File: config.mk
export PLATFORM = sky130hd
export DESIGN_NAME = sar_cmd_port
export DESIGN_NICKNAME = d
export VERILOG_FILES = /design/src/sar_cmd_pkg.sv /design/src/sar_cmd_port.sv
export SDC_FILE = /design/constraint.sdc
export NUM_CORES = 1
export LEC_CHECK = 0
export BUFFER_PORTS_ARGS = -buffer_cell sky130_fd_sc_hd__buf_2
export CORE_UTILIZATION = 54
export DETAILED_ROUTE_END_ITERATION = 12
export GPL_ROUTABILITY_DRIVEN = 0
export PLACE_DENSITY = 0.79
export SLEW_MARGIN = 20
export SYNTH_ARGS = -nofsm -noshare
export SYNTH_HDL_FRONTEND = slang
export SYNTH_SLANG_ARGS = --single-unit
File: constraint.sdc
create_clock -name ref_clk_in -period 2.2 [get_ports ref_clk_in]
set_input_delay 0.33 -clock ref_clk_in [delete_from_list [all_inputs] [get_ports ref_clk_in]]
set_output_delay 0.33 -clock ref_clk_in [all_outputs]
set_load 0.01 [all_outputs]
File: src/sar_cmd_pkg.sv
// Shared constants and types for the serial command port of the SAR converter.
// Assumes one system clock that oversamples the serial link pins.
package sar_cmd_pkg;

   // ----------------------------------------------------------------
   // Bit positions, counted in serial clock falls after the start bit
   // ----------------------------------------------------------------
   localparam int CNT_W = 5;
   localparam logic [4:0] CNT_ZERO = 5'h00;
   localparam logic [4:0] CNT_MODE = 5'h01;
   localparam logic [4:0] CNT_CMD_LAST = 5'h04;
   localparam logic [4:0] CNT_CLOSE = 5'h05;
   localparam logic [4:0] CNT_NULL = 5'h06;
   localparam logic [4:0] CNT_MSB_LAST = 5'h12;
   localparam logic [4:0] CNT_LSB_LAST = 5'h1d;
   localparam logic [4:0] CNT_MAX = 5'h1f;

   // ----------------------------------------------------------------
   // Result code
   // ----------------------------------------------------------------
   localparam int CODE_W = 12;
   localparam int RAW_W = 14;
   localparam logic [11:0] CODE_ZERO = 12'h000;
   localparam logic [11:0] CODE_FULL = 12'hfff;
   localparam logic signed [13:0] RAW_FULL = 14'sh0fff;

   // ----------------------------------------------------------------
   // States, mux selection and reset values
   // ----------------------------------------------------------------
   typedef enum logic [3:0] {
      ST_IDLE = 4'h1,
      ST_HUNT = 4'h2,
      ST_CMD = 4'h4,
      ST_SHIFT = 4'h8
   } state_type;

   typedef struct packed {
      logic single_ended;
      logic [2:0] pos;
      logic [2:0] neg;
   } chan_sel_type;

   localparam chan_sel_type CHAN_RST = 7'h40;
   localparam logic [3:0] CMD_RST = 4'h0;
   localparam logic SYNC_RST = 1'b0;
   localparam logic OE_N_RST = 1'b1;
   localparam logic STANDBY_RST = 1'b1;

endpackage

File: src/sar_cmd_port.sv
// Serial command and result port of a 12-bit SAR converter with 4 or 8 inputs.
// Assumes the serial clock, select and data-in pins are asynchronous and much
// slower than ref_clk_in (at least four system clocks per serial half period).
`timescale 1ns/1ps

module sar_cmd_port #(
   parameter int NUM_INPUTS = 8
) (
   // System
   input wire logic ref_clk_in,
   input wire logic nrst_in,
   // Serial link pins
   input wire logic sclk_in,
   input wire logic select_shutdown_n_in,
   input wire logic sdi_in,
   output logic sdo_out,
   output logic sdo_oe_n_out,
   // Converter core
   input wire logic signed [sar_cmd_pkg::RAW_W-1:0] raw_code_in,
   output sar_cmd_pkg::chan_sel_type analog_inputs_sel_out,
   output logic sample_hold_out,
   output logic standby_out,
   output logic [sar_cmd_pkg::CODE_W-1:0] result_out
);

   if (NUM_INPUTS != 4 && NUM_INPUTS != 8) begin : g_bad_inputs
      $error("NUM_INPUTS must be 4 or 8");
   end

   // ----------------------------------------------------------------
   // Pin synchronisers
   // ----------------------------------------------------------------
   logic sclk_s1_ff, sclk_s2_ff, sclk_d_ff;
   logic cs_s1_ff, cs_s2_ff;
   logic din_s1_ff, din_s2_ff;

   // Data and clock share the same latency, so data stays aligned to edges
   always_ff @(posedge ref_clk_in or negedge nrst_in) begin
      if (!nrst_in) begin
         sclk_s1_ff <= sar_cmd_pkg::SYNC_RST;
         sclk_s2_ff <= sar_cmd_pkg::SYNC_RST;
         sclk_d_ff <= sar_cmd_pkg::SYNC_RST;
         cs_s1_ff <= sar_cmd_pkg::SYNC_RST;
         cs_s2_ff <= sar_cmd_pkg::SYNC_RST;
         din_s1_ff <= sar_cmd_pkg::SYNC_RST;
         din_s2_ff <= sar_cmd_pkg::SYNC_RST;
      end else begin
         sclk_s1_ff <= sclk_in;
         sclk_s2_ff <= sclk_s1_ff;
         sclk_d_ff <= sclk_s2_ff;
         cs_s1_ff <= select_shutdown_n_in;
         cs_s2_ff <= cs_s1_ff;
         din_s1_ff <= sdi_in;
         din_s2_ff <= din_s1_ff;
      end
   end

   // ----------------------------------------------------------------
   // Decoding
   // ----------------------------------------------------------------
   sar_cmd_pkg::state_type state_ff, nxt_state;
   logic [sar_cmd_pkg::CNT_W-1:0] cnt_ff, nxt_cnt;
   logic [3:0] cmd_ff;
   logic armed_ff, sample_ff, dout_ff, oe_n_ff, standby_ff;
   logic [sar_cmd_pkg::CODE_W-1:0] result_ff;
   sar_cmd_pkg::chan_sel_type mux_ff;

   function automatic sar_cmd_pkg::chan_sel_type decode_chan(input logic mode,
                                                             input logic [2:0] sel);
      logic [2:0] s;
      sar_cmd_pkg::chan_sel_type c;
      s = (NUM_INPUTS == 8) ? sel : {1'b0, sel[1:0]};
      c.single_ended = mode;
      c.pos = s;
      c.neg = mode ? s : {s[2:1], ~s[0]};
      return c;
   endfunction

   function automatic logic [11:0] clamp_code(input logic signed [13:0] raw);
      logic [11:0] c;
      if (raw <= 14'sh0000) begin
         c = sar_cmd_pkg::CODE_ZERO;
      end else if (raw >= sar_cmd_pkg::RAW_FULL) begin
         c = sar_cmd_pkg::CODE_FULL;
      end else begin
         c = raw[11:0];
      end
      return c;
   endfunction

   wire sclk_rise = sclk_s2_ff & ~sclk_d_ff;
   wire sclk_fall = ~sclk_s2_ff & sclk_d_ff;
   wire cs_high = cs_s2_ff;
   wire din = din_s2_ff;
   wire st_hunt = (state_ff == sar_cmd_pkg::ST_HUNT);
   wire st_cmd = (state_ff == sar_cmd_pkg::ST_CMD);
   wire st_shift = (state_ff == sar_cmd_pkg::ST_SHIFT);
   wire framing = st_cmd | st_shift;
   wire start_seen = st_hunt & sclk_rise & din & ~cs_high;
   wire cmd_rise = st_cmd & sclk_rise & ~cs_high;
   wire cmd_shift_in = cmd_rise & (cnt_ff >= sar_cmd_pkg::CNT_MODE)
                       & (cnt_ff < sar_cmd_pkg::CNT_CMD_LAST);
   wire sample_open = cmd_rise & (cnt_ff == sar_cmd_pkg::CNT_CMD_LAST);
   wire sample_close = st_cmd & sclk_fall & ~cs_high & (cnt_ff == sar_cmd_pkg::CNT_CLOSE);
   wire out_fall = st_shift & sclk_fall & ~cs_high;
   wire [4:0] msb_idx = 5'(sar_cmd_pkg::CNT_MSB_LAST - cnt_ff);
   wire [4:0] lsb_idx = 5'(cnt_ff - sar_cmd_pkg::CNT_MSB_LAST);
   wire in_msb = (cnt_ff > sar_cmd_pkg::CNT_NULL) && (cnt_ff <= sar_cmd_pkg::CNT_MSB_LAST);
   wire in_lsb = (cnt_ff > sar_cmd_pkg::CNT_MSB_LAST) && (cnt_ff <= sar_cmd_pkg::CNT_LSB_LAST);
   wire nxt_bit = in_msb ? result_ff[msb_idx[3:0]] : in_lsb ? result_ff[lsb_idx[3:0]] : 1'b0;

   // count from the start bit only
   assign nxt_cnt = start_seen ? sar_cmd_pkg::CNT_ZERO :
                    (framing & sclk_fall & (cnt_ff != sar_cmd_pkg::CNT_MAX)) ?
                    5'(cnt_ff + 5'h01) : cnt_ff;

   // ----------------------------------------------------------------
   // Frame state machine
   // ----------------------------------------------------------------
   always_comb begin
      nxt_state = state_ff;
      if (cs_high) begin
         nxt_state = sar_cmd_pkg::ST_IDLE;
      end else begin
         unique case (state_ff)
            sar_cmd_pkg::ST_IDLE: begin
               if (armed_ff) nxt_state = sar_cmd_pkg::ST_HUNT;
            end
            sar_cmd_pkg::ST_HUNT: begin
               if (start_seen) nxt_state = sar_cmd_pkg::ST_CMD;
            end
            sar_cmd_pkg::ST_CMD: begin
               if (sample_close) nxt_state = sar_cmd_pkg::ST_SHIFT;
            end
            sar_cmd_pkg::ST_SHIFT: begin
               nxt_state = sar_cmd_pkg::ST_SHIFT;
            end
            default: nxt_state = sar_cmd_pkg::ST_IDLE;
         endcase
      end
   end

   always_ff @(posedge ref_clk_in or negedge nrst_in) begin
      if (!nrst_in) begin
         state_ff <= sar_cmd_pkg::ST_IDLE;
         cnt_ff <= sar_cmd_pkg::CNT_ZERO;
         armed_ff <= 1'b0;
         standby_ff <= sar_cmd_pkg::STANDBY_RST;
      end else begin
         state_ff <= nxt_state;
         cnt_ff <= nxt_cnt;
         // arm once select has been high
         armed_ff <= armed_ff | cs_high;
         standby_ff <= cs_high;
      end
   end

   // ----------------------------------------------------------------
   // Command capture, sampling and result
   // ----------------------------------------------------------------
   always_ff @(posedge ref_clk_in or negedge nrst_in) begin
      if (!nrst_in) begin
         cmd_ff <= sar_cmd_pkg::CMD_RST;
         mux_ff <= sar_cmd_pkg::CHAN_RST;
         sample_ff <= 1'b0;
         result_ff <= sar_cmd_pkg::CODE_ZERO;
      end else begin
         // shift in mode, then bit2, bit1
         if (cmd_shift_in) cmd_ff <= {cmd_ff[2:0], din};
         if (sample_open) mux_ff <= decode_chan(cmd_ff[2], {cmd_ff[1:0], din});
         if (cs_high || sample_close) begin
            sample_ff <= 1'b0;
         end else if (sample_open) begin
            sample_ff <= 1'b1;
         end
         if (sample_close) result_ff <= clamp_code(raw_code_in);
      end
   end

   // ----------------------------------------------------------------
   // Serial output
   // ----------------------------------------------------------------
   always_ff @(posedge ref_clk_in or negedge nrst_in) begin
      if (!nrst_in) begin
         dout_ff <= 1'b0;
         oe_n_ff <= sar_cmd_pkg::OE_N_RST;
      end else if (cs_high) begin
         dout_ff <= 1'b0;
         oe_n_ff <= sar_cmd_pkg::OE_N_RST;
      end else if (out_fall) begin
         // change only on falls, drive from null bit
         dout_ff <= nxt_bit;
         if (cnt_ff == sar_cmd_pkg::CNT_NULL) oe_n_ff <= 1'b0;
      end
   end

   assign sdo_out = dout_ff;
   assign sdo_oe_n_out = oe_n_ff;
   assign analog_inputs_sel_out = mux_ff;
   assign sample_hold_out = sample_ff;
   assign standby_out = standby_ff;
   assign result_out = result_ff;
endmodule

# [Word-level counts from Yosys, hierarchy flattened]
# Index checks and enable logic that the tools add are counted.
[op_classes] eq_ne=11 magnitude_cmp=10 add_sub_neg=3 n_reduce_logical=9 n_mux=23 bitwise_logic=23
[op_table] op="$mux 12" n=2
[op_table] op="$and 1x1->1" n=17
[op_table] op="$mux 4" n=4
[op_table] op="$pmux 4 s4" n=1
[op_table] op="$eq 5x3->1 const B" n=3
[op_table] op="$ge 14x13->1 const B" n=1
[op_table] op="$le 14x1->1 const B" n=1
[op_table] op="$mux 1" n=12
[op_table] op="$le 5x5->1 const B" n=2
[op_table] op="$lt 4x5->1 const B" n=2
[op_table] op="$mux 5" n=2
[op_table] op="$bmux 1 s4" n=2
[op_table] op="$reduce_bool 2->1" n=4
[op_table] op="$ne 3x2->1 const B" n=2
[op_table] op="$add 5x1->5 const B" n=1
[op_table] op="$ge 5x1->1 const B" n=1
[op_table] op="$gt 5x3->1 const B" n=1
[op_table] op="$gt 5x5->1 const B" n=1
[op_table] op="$lt 5x3->1 const B" n=1
[op_table] op="$ne 5x5->1 const B" n=1
[op_table] op="$eq 4x1->1 const B" n=1
[op_table] op="$eq 4x2->1 const B" n=1
[op_table] op="$eq 4x3->1 const B" n=1
[op_table] op="$eq 4x4->1 const B" n=1
[op_table] op="other kinds (9)" n=14
[totals] elab_cells=98 reg_bits=43

# [Longest topological paths before layout]
# Gate-level depths: netlist of run 1.
[depth] word_depth=8 mapped_depth=8 mapped_depth_nobuf=7

# [Worst setup path before layout of run 1]
# Ideal clock, no wire load.
[synth_timing] kind="register -> register" from="reg cnt_ff[1] (netlist name)" to="reg result_ff, in the netlist result_out[0]" path_stages_with_launch=9 path_slack_ns=0.272 period_less_slack_ns=1.928 setup_time_ns=0.083 n_path_buf=1 t_arrival_ns=1.846 path_cell_list="dfrtp_1 > inv_1 > ha_1 > nand4b_1 > nor3_1 > nand2_1 > a311o_1 > buf_2 > o21ai_0"
[synth_via] elab_chain_len=2
[synth_lines] element="start, declared" line_no="sar_cmd_port.sv:62" source="logic [sar_cmd_pkg::CNT_W-1:0] cnt_ff, nxt_cnt;"
[synth_lines] element="start signal, assigned" line_no="sar_cmd_port.sv:146" source="cnt_ff <= sar_cmd_pkg::CNT_ZERO;"
[synth_lines] element="start signal, assigned" line_no="sar_cmd_port.sv:151" source="cnt_ff <= nxt_cnt;"
[synth_lines] element="$eq 5x3->1" line_no="sar_cmd_port.sv:104" source="wire sample_close = st_cmd & sclk_fall & ~cs_high & (cnt_ff == sar_cmd_pkg::CNT_CLOSE);"
[synth_lines] element="$and 1x1->1" line_no="sar_cmd_port.sv:104"
[synth_lines] element="end signal, assigned" line_no="sar_cmd_port.sv:166" source="result_ff <= sar_cmd_pkg::CODE_ZERO;"
[synth_lines] element="end signal, assigned" line_no="sar_cmd_port.sv:176" source="if (sample_close) result_ff <= clamp_code(raw_code_in);"
[synth_lines] element="end, declared" line_no="sar_cmd_port.sv:65" source="logic [sar_cmd_pkg::CODE_W-1:0] result_ff;"
# Every way passes these cells.
# A chain may end at the register's enable or synchronous reset.

# [Worst setup path in the final report of run 1]
[layout_timing] from="reg cnt_ff[0] (netlist name)" to="reg dout_ff, in the netlist sdo_out"
[layout_via] elab_chain_len=7
[layout_lines] element="$sub 4x2->4" line_no="sar_cmd_port.sv:107" source="wire [4:0] lsb_idx = 5'(cnt_ff - sar_cmd_pkg::CNT_MSB_LAST);"
[layout_lines] element="$bmux 1 s4" line_no="sar_cmd_port.sv:110" source="wire nxt_bit = in_msb ? result_ff[msb_idx[3:0]] : in_lsb ? result_ff[lsb_idx[3:0]] : 1'b0;"
[layout_lines] element="$mux 1 (implied by the code)" line_no="sar_cmd_port.sv:110"
[layout_lines] element="$mux 1" line_no="sar_cmd_port.sv:110"
[layout_lines] element="$mux 1 *" line_no="sar_cmd_port.sv:110"
[layout_lines] element="$mux 1 *" line_no="sar_cmd_port.sv:190" source="end else if (out_fall) begin"
[layout_lines] element="$mux 1 *" line_no="sar_cmd_port.sv:187" source="end else if (cs_high) begin"
[layout_lines] element="end signal, assigned" line_no="sar_cmd_port.sv:192" source="dout_ff <= nxt_bit;"
[layout_lines] element="end, declared" line_no="sar_cmd_port.sv:64" source="logic armed_ff, sample_ff, dout_ff, oe_n_ff, standby_ff;"
# Every way passes the cells marked *; elsewhere a longest branch is shown, timed or not. The select of a mux whose other input is x is not followed.

==> results of run 1 <==
==> cells by family (layout without fill, tap and decap cells) <==
kind of cell               Yosys count  after routing  synth area share
and+or+nand+nor                     70             70             0.177
DFF                                 41             41             0.487
AOI/OAI and AO/OA                   31             31            0.0922
muxes                               17             17             0.126
buffers and inverters               15             67            0.0355
adders and majority gates            9              9            0.0532
xor gates and xnor gates             7              7            0.0290
==> layout make-up <==
| cell class | instances | area [um^2] | area share |
|---|---|---|---|
| Clock inverter | 2 | 13.8 | 0.00546 |
| Clock buffer | 6 | 82.6 | 0.0327 |
| Multi-Input combinational cell | 134 | 1020 | 0.403 |
| Tap cell | 48 | 60.1 | 0.0238 |
| Inverter | 7 | 26.3 | 0.0104 |
| Sequential cell | 41 | 1030 | 0.409 |
| Timing Repair Buffer | 52 | 290 | 0.115 |
==> power breakdown <==
part           internal (mW)  total [mW]  switching, mW  leakage, nW
logic                 0.0354      0.0786         0.0433        0.667
registers              0.769       0.786         0.0169        0.472
clock network          0.254       0.509          0.255       0.0512
==> through the flow <==
step	std cells	hold slack (ns)	setup slack [ns]
floorplan	190	0.0344	0.272
global placement	281	0.286	0.129
detailed placement	281	0.295	0.0383
CTS	290	0.137	0.0955
global route	290	0.132	0.0438
finish	290	0.144	0.168
==> metal layers <==
metal  track usage  share of wire
met2         0.383           0.49
met4        0.0972          0.020
met5             0              0
met3        0.0405          0.034
met1         0.324           0.45
==> layout by cell type, fill, tap and decap left out, drive strengths merged, types with 2 or more instances in the layout <==
| master | netlist | final |
|---|---|---|
| xor2 | 3 | 3 |
| inv | 7 | 7 |
| or2 | 2 | 2 |
| dfstp | 4 | 4 |
| nor2 | 20 | 20 |
| nand2b | 2 | 2 |
| nand3 | 3 | 3 |
| clkinv | 0 | 2 |
| xnor2 | 4 | 4 |
| a21o | 2 | 2 |
| clkbuf | 3 | 6 |
| mux4 | 6 | 6 |
| nor3b | 2 | 2 |
| ha | 9 | 9 |
| nand4 | 2 | 2 |
| dfrtp | 37 | 37 |
| a21oi | 4 | 4 |
| nor3 | 2 | 2 |
| mux2i | 2 | 2 |
| nand3b | 2 | 2 |
| nor2b | 2 | 2 |
| o21ai | 16 | 16 |
| or3 | 2 | 2 |
| buf | 5 | 51 |
| nor4 | 4 | 4 |
| and3 | 4 | 4 |
| nand2 | 18 | 18 |
| a211oi | 2 | 2 |
| mux2 | 9 | 9 |
==> state kept, by name, summed over array words and instances (netlist names) <==
| register | count |
|---|---|
| state_ff | 4 |
| cmd_ff | 3 |
| cnt_ff | 5 |
| analog_inputs_sel_out | 5 |
| sample_hold_out | 1 |
| sclk_s1_ff | 1 |
| din_s1_ff | 1 |
| result_out | 12 |
| sdo_out | 1 |
| din | 1 |
| standby_out | 1 |
| sclk_d_ff | 1 |
| sdo_oe_n_out | 1 |
| armed_ff | 1 |
| cs_high | 1 |
| cs_s1_ff | 1 |
| sclk_s2_ff | 1 |
==> timing repair <==
item | in CTS | in global routing
hold endpoints to repair | 14 | 0
endpoints found under the setup margin | 1 | 9
hold buffers | 1 | 0
gates resized for setup | 1 | 3
==> final timing paths <==
path                           start                       end
max                        cnt_ff[0]                   sdo_out
min                          sclk_in                sclk_s1_ff
max reg2reg                cnt_ff[0]                   sdo_out
min reg2reg                 cs_s1_ff                   cs_high
max in group asynchronous    nrst_in  analog_inputs_sel_out[6]
min in group asynchronous    nrst_in                 cnt_ff[1]
==> results.toml, run 1 <==
[timing]
rsz0062_at_grt = "false"
tightest_slew_ns = 0.406
skew_ns = 0.00681
setup_violations = 0
fin_setup_tns_ns = 0
finalCritPeriodShare = 0.924
maxSlewHeadroom = 0.726
drv_slew = 0
hold_violations = 0
period_needed_ns = 2.03
max_clock_freq_ghz = 0.492

[die]
start_util = 0.570
pin_count = 42
die_h_um = 64.6
die_w_um = 64.6
rows = 22
core_um2 = 3720
dieArea_um2 = 4180

[place]
dpl.hpwl_um = 3210
port_buffers = 41
dpl_cell_area_um2 = 2410

[grt]
grt_pass1_wl_um = 7480
track_usage = 0.239
antenna_found_initial = 0
grt-ovfl-total = 0
grt_pass1_vias = 1606
grt_max_degree = 20

[cts]
numCtsBuffers = 5
path_clk_slew_ns = 0.08
cts_tree = "built"
clk_path_buf_depth = 2
h-tree-depth = 2
cts_setup_buffers = 0
clkLatencyLatePin_ns = 0.29
root_buffer = "clkbuf_8"
clock_sinks = 41

[synthesis]
synth_edf_count = 0
synthArstFlopShare = 1.00
yosysSeqAreaShare = 0.487
synth_nets = 218
synthTopCellsByArea = "dfrtp_1 44%, ha_1 5.3%, dfstp_2 5.0%"
synth_most_common_cell = "dfrtp_1"
yosys.area.top_type = "dfrtp_1"
syn_inst = 190
synth.avg_cell_area_um2 = 11.1
synth_cell_type_count = 47
synth_commonest_cells = "37 x dfrtp_1, 20 x nor2_1, 18 x nand2_1, 16 x o21ai_0"
ys_ff_latch = 41
synth_ff_type = "dfrtp_1"
yosysTopAreaCellShare = 0.437
ys_warn_count = 0
synth_area_um2 = 2120

[worst_setup_path]
crit_path_start_kind = "flop"
crit_path_top_delay_cell = "dfrtp_2"
reg2reg_slack_ns = 0.17
end_kind = "flop"
cp.arrival_ns = 2.26
path_cells = "inv_1, ha_1, mux4_2, a21oi_1, o41ai_1, a41o_1"
worstPathRequired_ns = 2.43
path_depth = 6
critPathKind = "flop to flop"
slowest_delay_ns = 0.51
crit_buf_inv = 1
crit_family = "compound AO/OA/AOI/OAI gates"
worst_r2r_path_depth = 6
cp_max_fo = 11

[final_layout]
drive_gt1_frac = 0.343
nets = 269
final_cell_area_um2 = 2520
fillers = 291
antenna_cells = 0
final_util = 0.679
area_delta_synth_final_pct = 19.1

[route]
wl_um = 4390
detail_route.wl_per_cell_um = 15.1
viasPerCell = 5.60
drc = 0
first_pass_iters = 4
drtIter0Drc = 75
ant_nets = 0
vias = 1625

[power]
p_leak_nw = 1.19
finalPower_mw = 1.37
powerDensity_nw_per_um2 = 545
peakVddDrop_mv = 0.480

[hold_path]
hp-class = "input pin to flop"
min_path_cells = 1

[outcome]
status = "complete, no violations"

[job]
maxCapViolCount = 0
Power figures use the tool's default switching activity.
==> run 2: changes to the inputs <==
==> constraint.sdc (replaced) <==
create_clock -name ref_clk_in -period 2.2 [get_ports ref_clk_in]
set_input_delay 0.22 -clock ref_clk_in [delete_from_list [all_inputs] [get_ports ref_clk_in]]
set_output_delay 0.22 -clock ref_clk_in [all_outputs]
set_load 0.01 [all_outputs]
==> results.toml, run 2 (synthesis results as in run 1) <==
[die]
start_util = 0.570
dieArea_um2 = 4180
pin_count = 42
die_h_um = 64.6
core_um2 = 3720
rows = 22
die_w_um = 64.6

[final_layout]
final_cell_area_um2 = 2490
largest_reg_flops = 12
register_area_um2 = 1030
fillers = 297
final_common_cell = "buf_2"
multi_input_area_um2 = 1010
layout_common_cells = "41 x buf_2, 36 x dfrtp_1, 20 x nor2_1"
drive_gt1_frac = 0.331
final_util = 0.670
nets = 266
layout.cells.non_filler = 287
area_delta_synth_final_pct = 17.6
antenna_cells = 0

[worst_setup_path]
critPathKind = "flop to flop"
cp_max_fo = 7
end_kind = "flop"
critPathLaunch = "cnt_ff[1]"
rr_startpoint = "cnt_ff[1]"
worstPathRequired_ns = 2.43
crit_path_start_kind = "flop"
cp.arrival_ns = 2.27

[hold_path]
hp-start = "sdi_in"
hp-class = "input pin to flop"

[cts]
clock_sinks = 41
h-tree-depth = 2
clkLatencyLatePin_ns = 0.29
root_buffer = "clkbuf_8"
clk_path_buf_depth = 2
numCtsBuffers = 5
path_clk_slew_ns = 0.08
ctsHoldBuffers = 0
cts_tree = "built"

[route]
wl_met3_um = 172
routed.top_layer = "met4"
wl_um = 4100
drtIter0Drc = 110
viasPerCell = 5.45
first_pass_iters = 4
detail_route.wl_per_cell_um = 14.3
route.met2.wl_um = 1980
drc = 0
ant_nets = 0
vias = 1564
wl_met1_um = 1920

[grt]
grt_pass1_vias = 1494
track_usage = 0.224
grt_max_degree = 42
grt_pass1_wl_um = 7110
antenna_found_initial = 0
grt-ovfl-total = 0

[place]
dp_cells = 279
dpl_cell_area_um2 = 2390
port_buffers = 41
dpl.hpwl_um = 3030

[timing]
hold_violations = 0
maxSlewHeadroom = 0.425
skew_ns = 0.00352
setup_violations = 0
rsz0062_at_grt = "false"
tightest_slew_ns = 0.863
finalCritPeriodShare = 0.929
period_needed_ns = 2.04
drv_slew = 0
fin_setup_tns_ns = 0
max_clock_freq_ghz = 0.489

[power]
peakVddDrop_mv = 0.335
p_leak_nw = 1.16
powerDensity_nw_per_um2 = 548
finalPower_mw = 1.37

[job]
maxCapViolCount = 0

[outcome]
status = "complete, no violations"
run 2: per-stage QoR:
stage,setup WS (ns),hold slack (ns)
2_1_floorplan,0.272,-0.0756
3_3_place_gp,0.131,0.329
3_5_place_dp,0.0312,0.330
4_1_cts,0.00505,0.0302
5_1_grt,0.00397,0.0209
6_report,0.157,0.0322
run 2: per-layer routing:
layer | vias to the layer above | global-route usage
met5 | - | 0
met4 | 0 | 0.0667
met3 | 2 | 0.0405
met2 | 40 | 0.354
met1 | 751 | 0.317
li1 | 771 | -
run 2: path summary, 6_finish.rpt:
check | to | slack (ns) | depth (start not counted)
worst max register to register | sdo_out | 0.16 | 7
worst max-delay path | sdo_out | 0.16 | 7
min in group asynchronous | cnt_ff[1] | 0.04 | 1
worst min register to register | din | 0.36 | 0
max in group asynchronous | cnt_ff[0] | 1.58 | 1
worst min-delay path | din_s1_ff | 0.03 | 1
run 2: cell type report:
type | instances | share of cell area
clock buffers | 7 | 0.0347
multi-input cells | 134 | 0.407
well taps | 48 | 0.0241
repair buffers | 49 | 0.107
clock inverters | 1 | 0.00302
inverters | 7 | 0.0106
flip-flops and latches | 41 | 0.415
run 2: worst max-delay path, cell delays in order (launching register included):
cell and delay, ns:
dfrtp_1 0.38, buf_4 0.16, ha_1 0.18, and2b_2 0.20
o21ai_0 0.27, a21oi_1 0.12, o41ai_1 0.45, a41o_1 0.21
run 2: repair_timing:
action | 4_1_cts | 5_1_grt
setup endpoints to repair | 0 | 14
hold endpoints to repair | 0 | 0
gates resized for setup | 0 | 2
buffers inserted | 0 | 0
run 2: report_power, final:
| group | internal (mW) | leakage (nW) | switching, mW |
|---|---|---|---|
| combinational | 0.0318 | 0.648 | 0.0421 |
| sequential | 0.769 | 0.472 | 0.0160 |
| clock | 0.255 | 0.0445 | 0.251 |
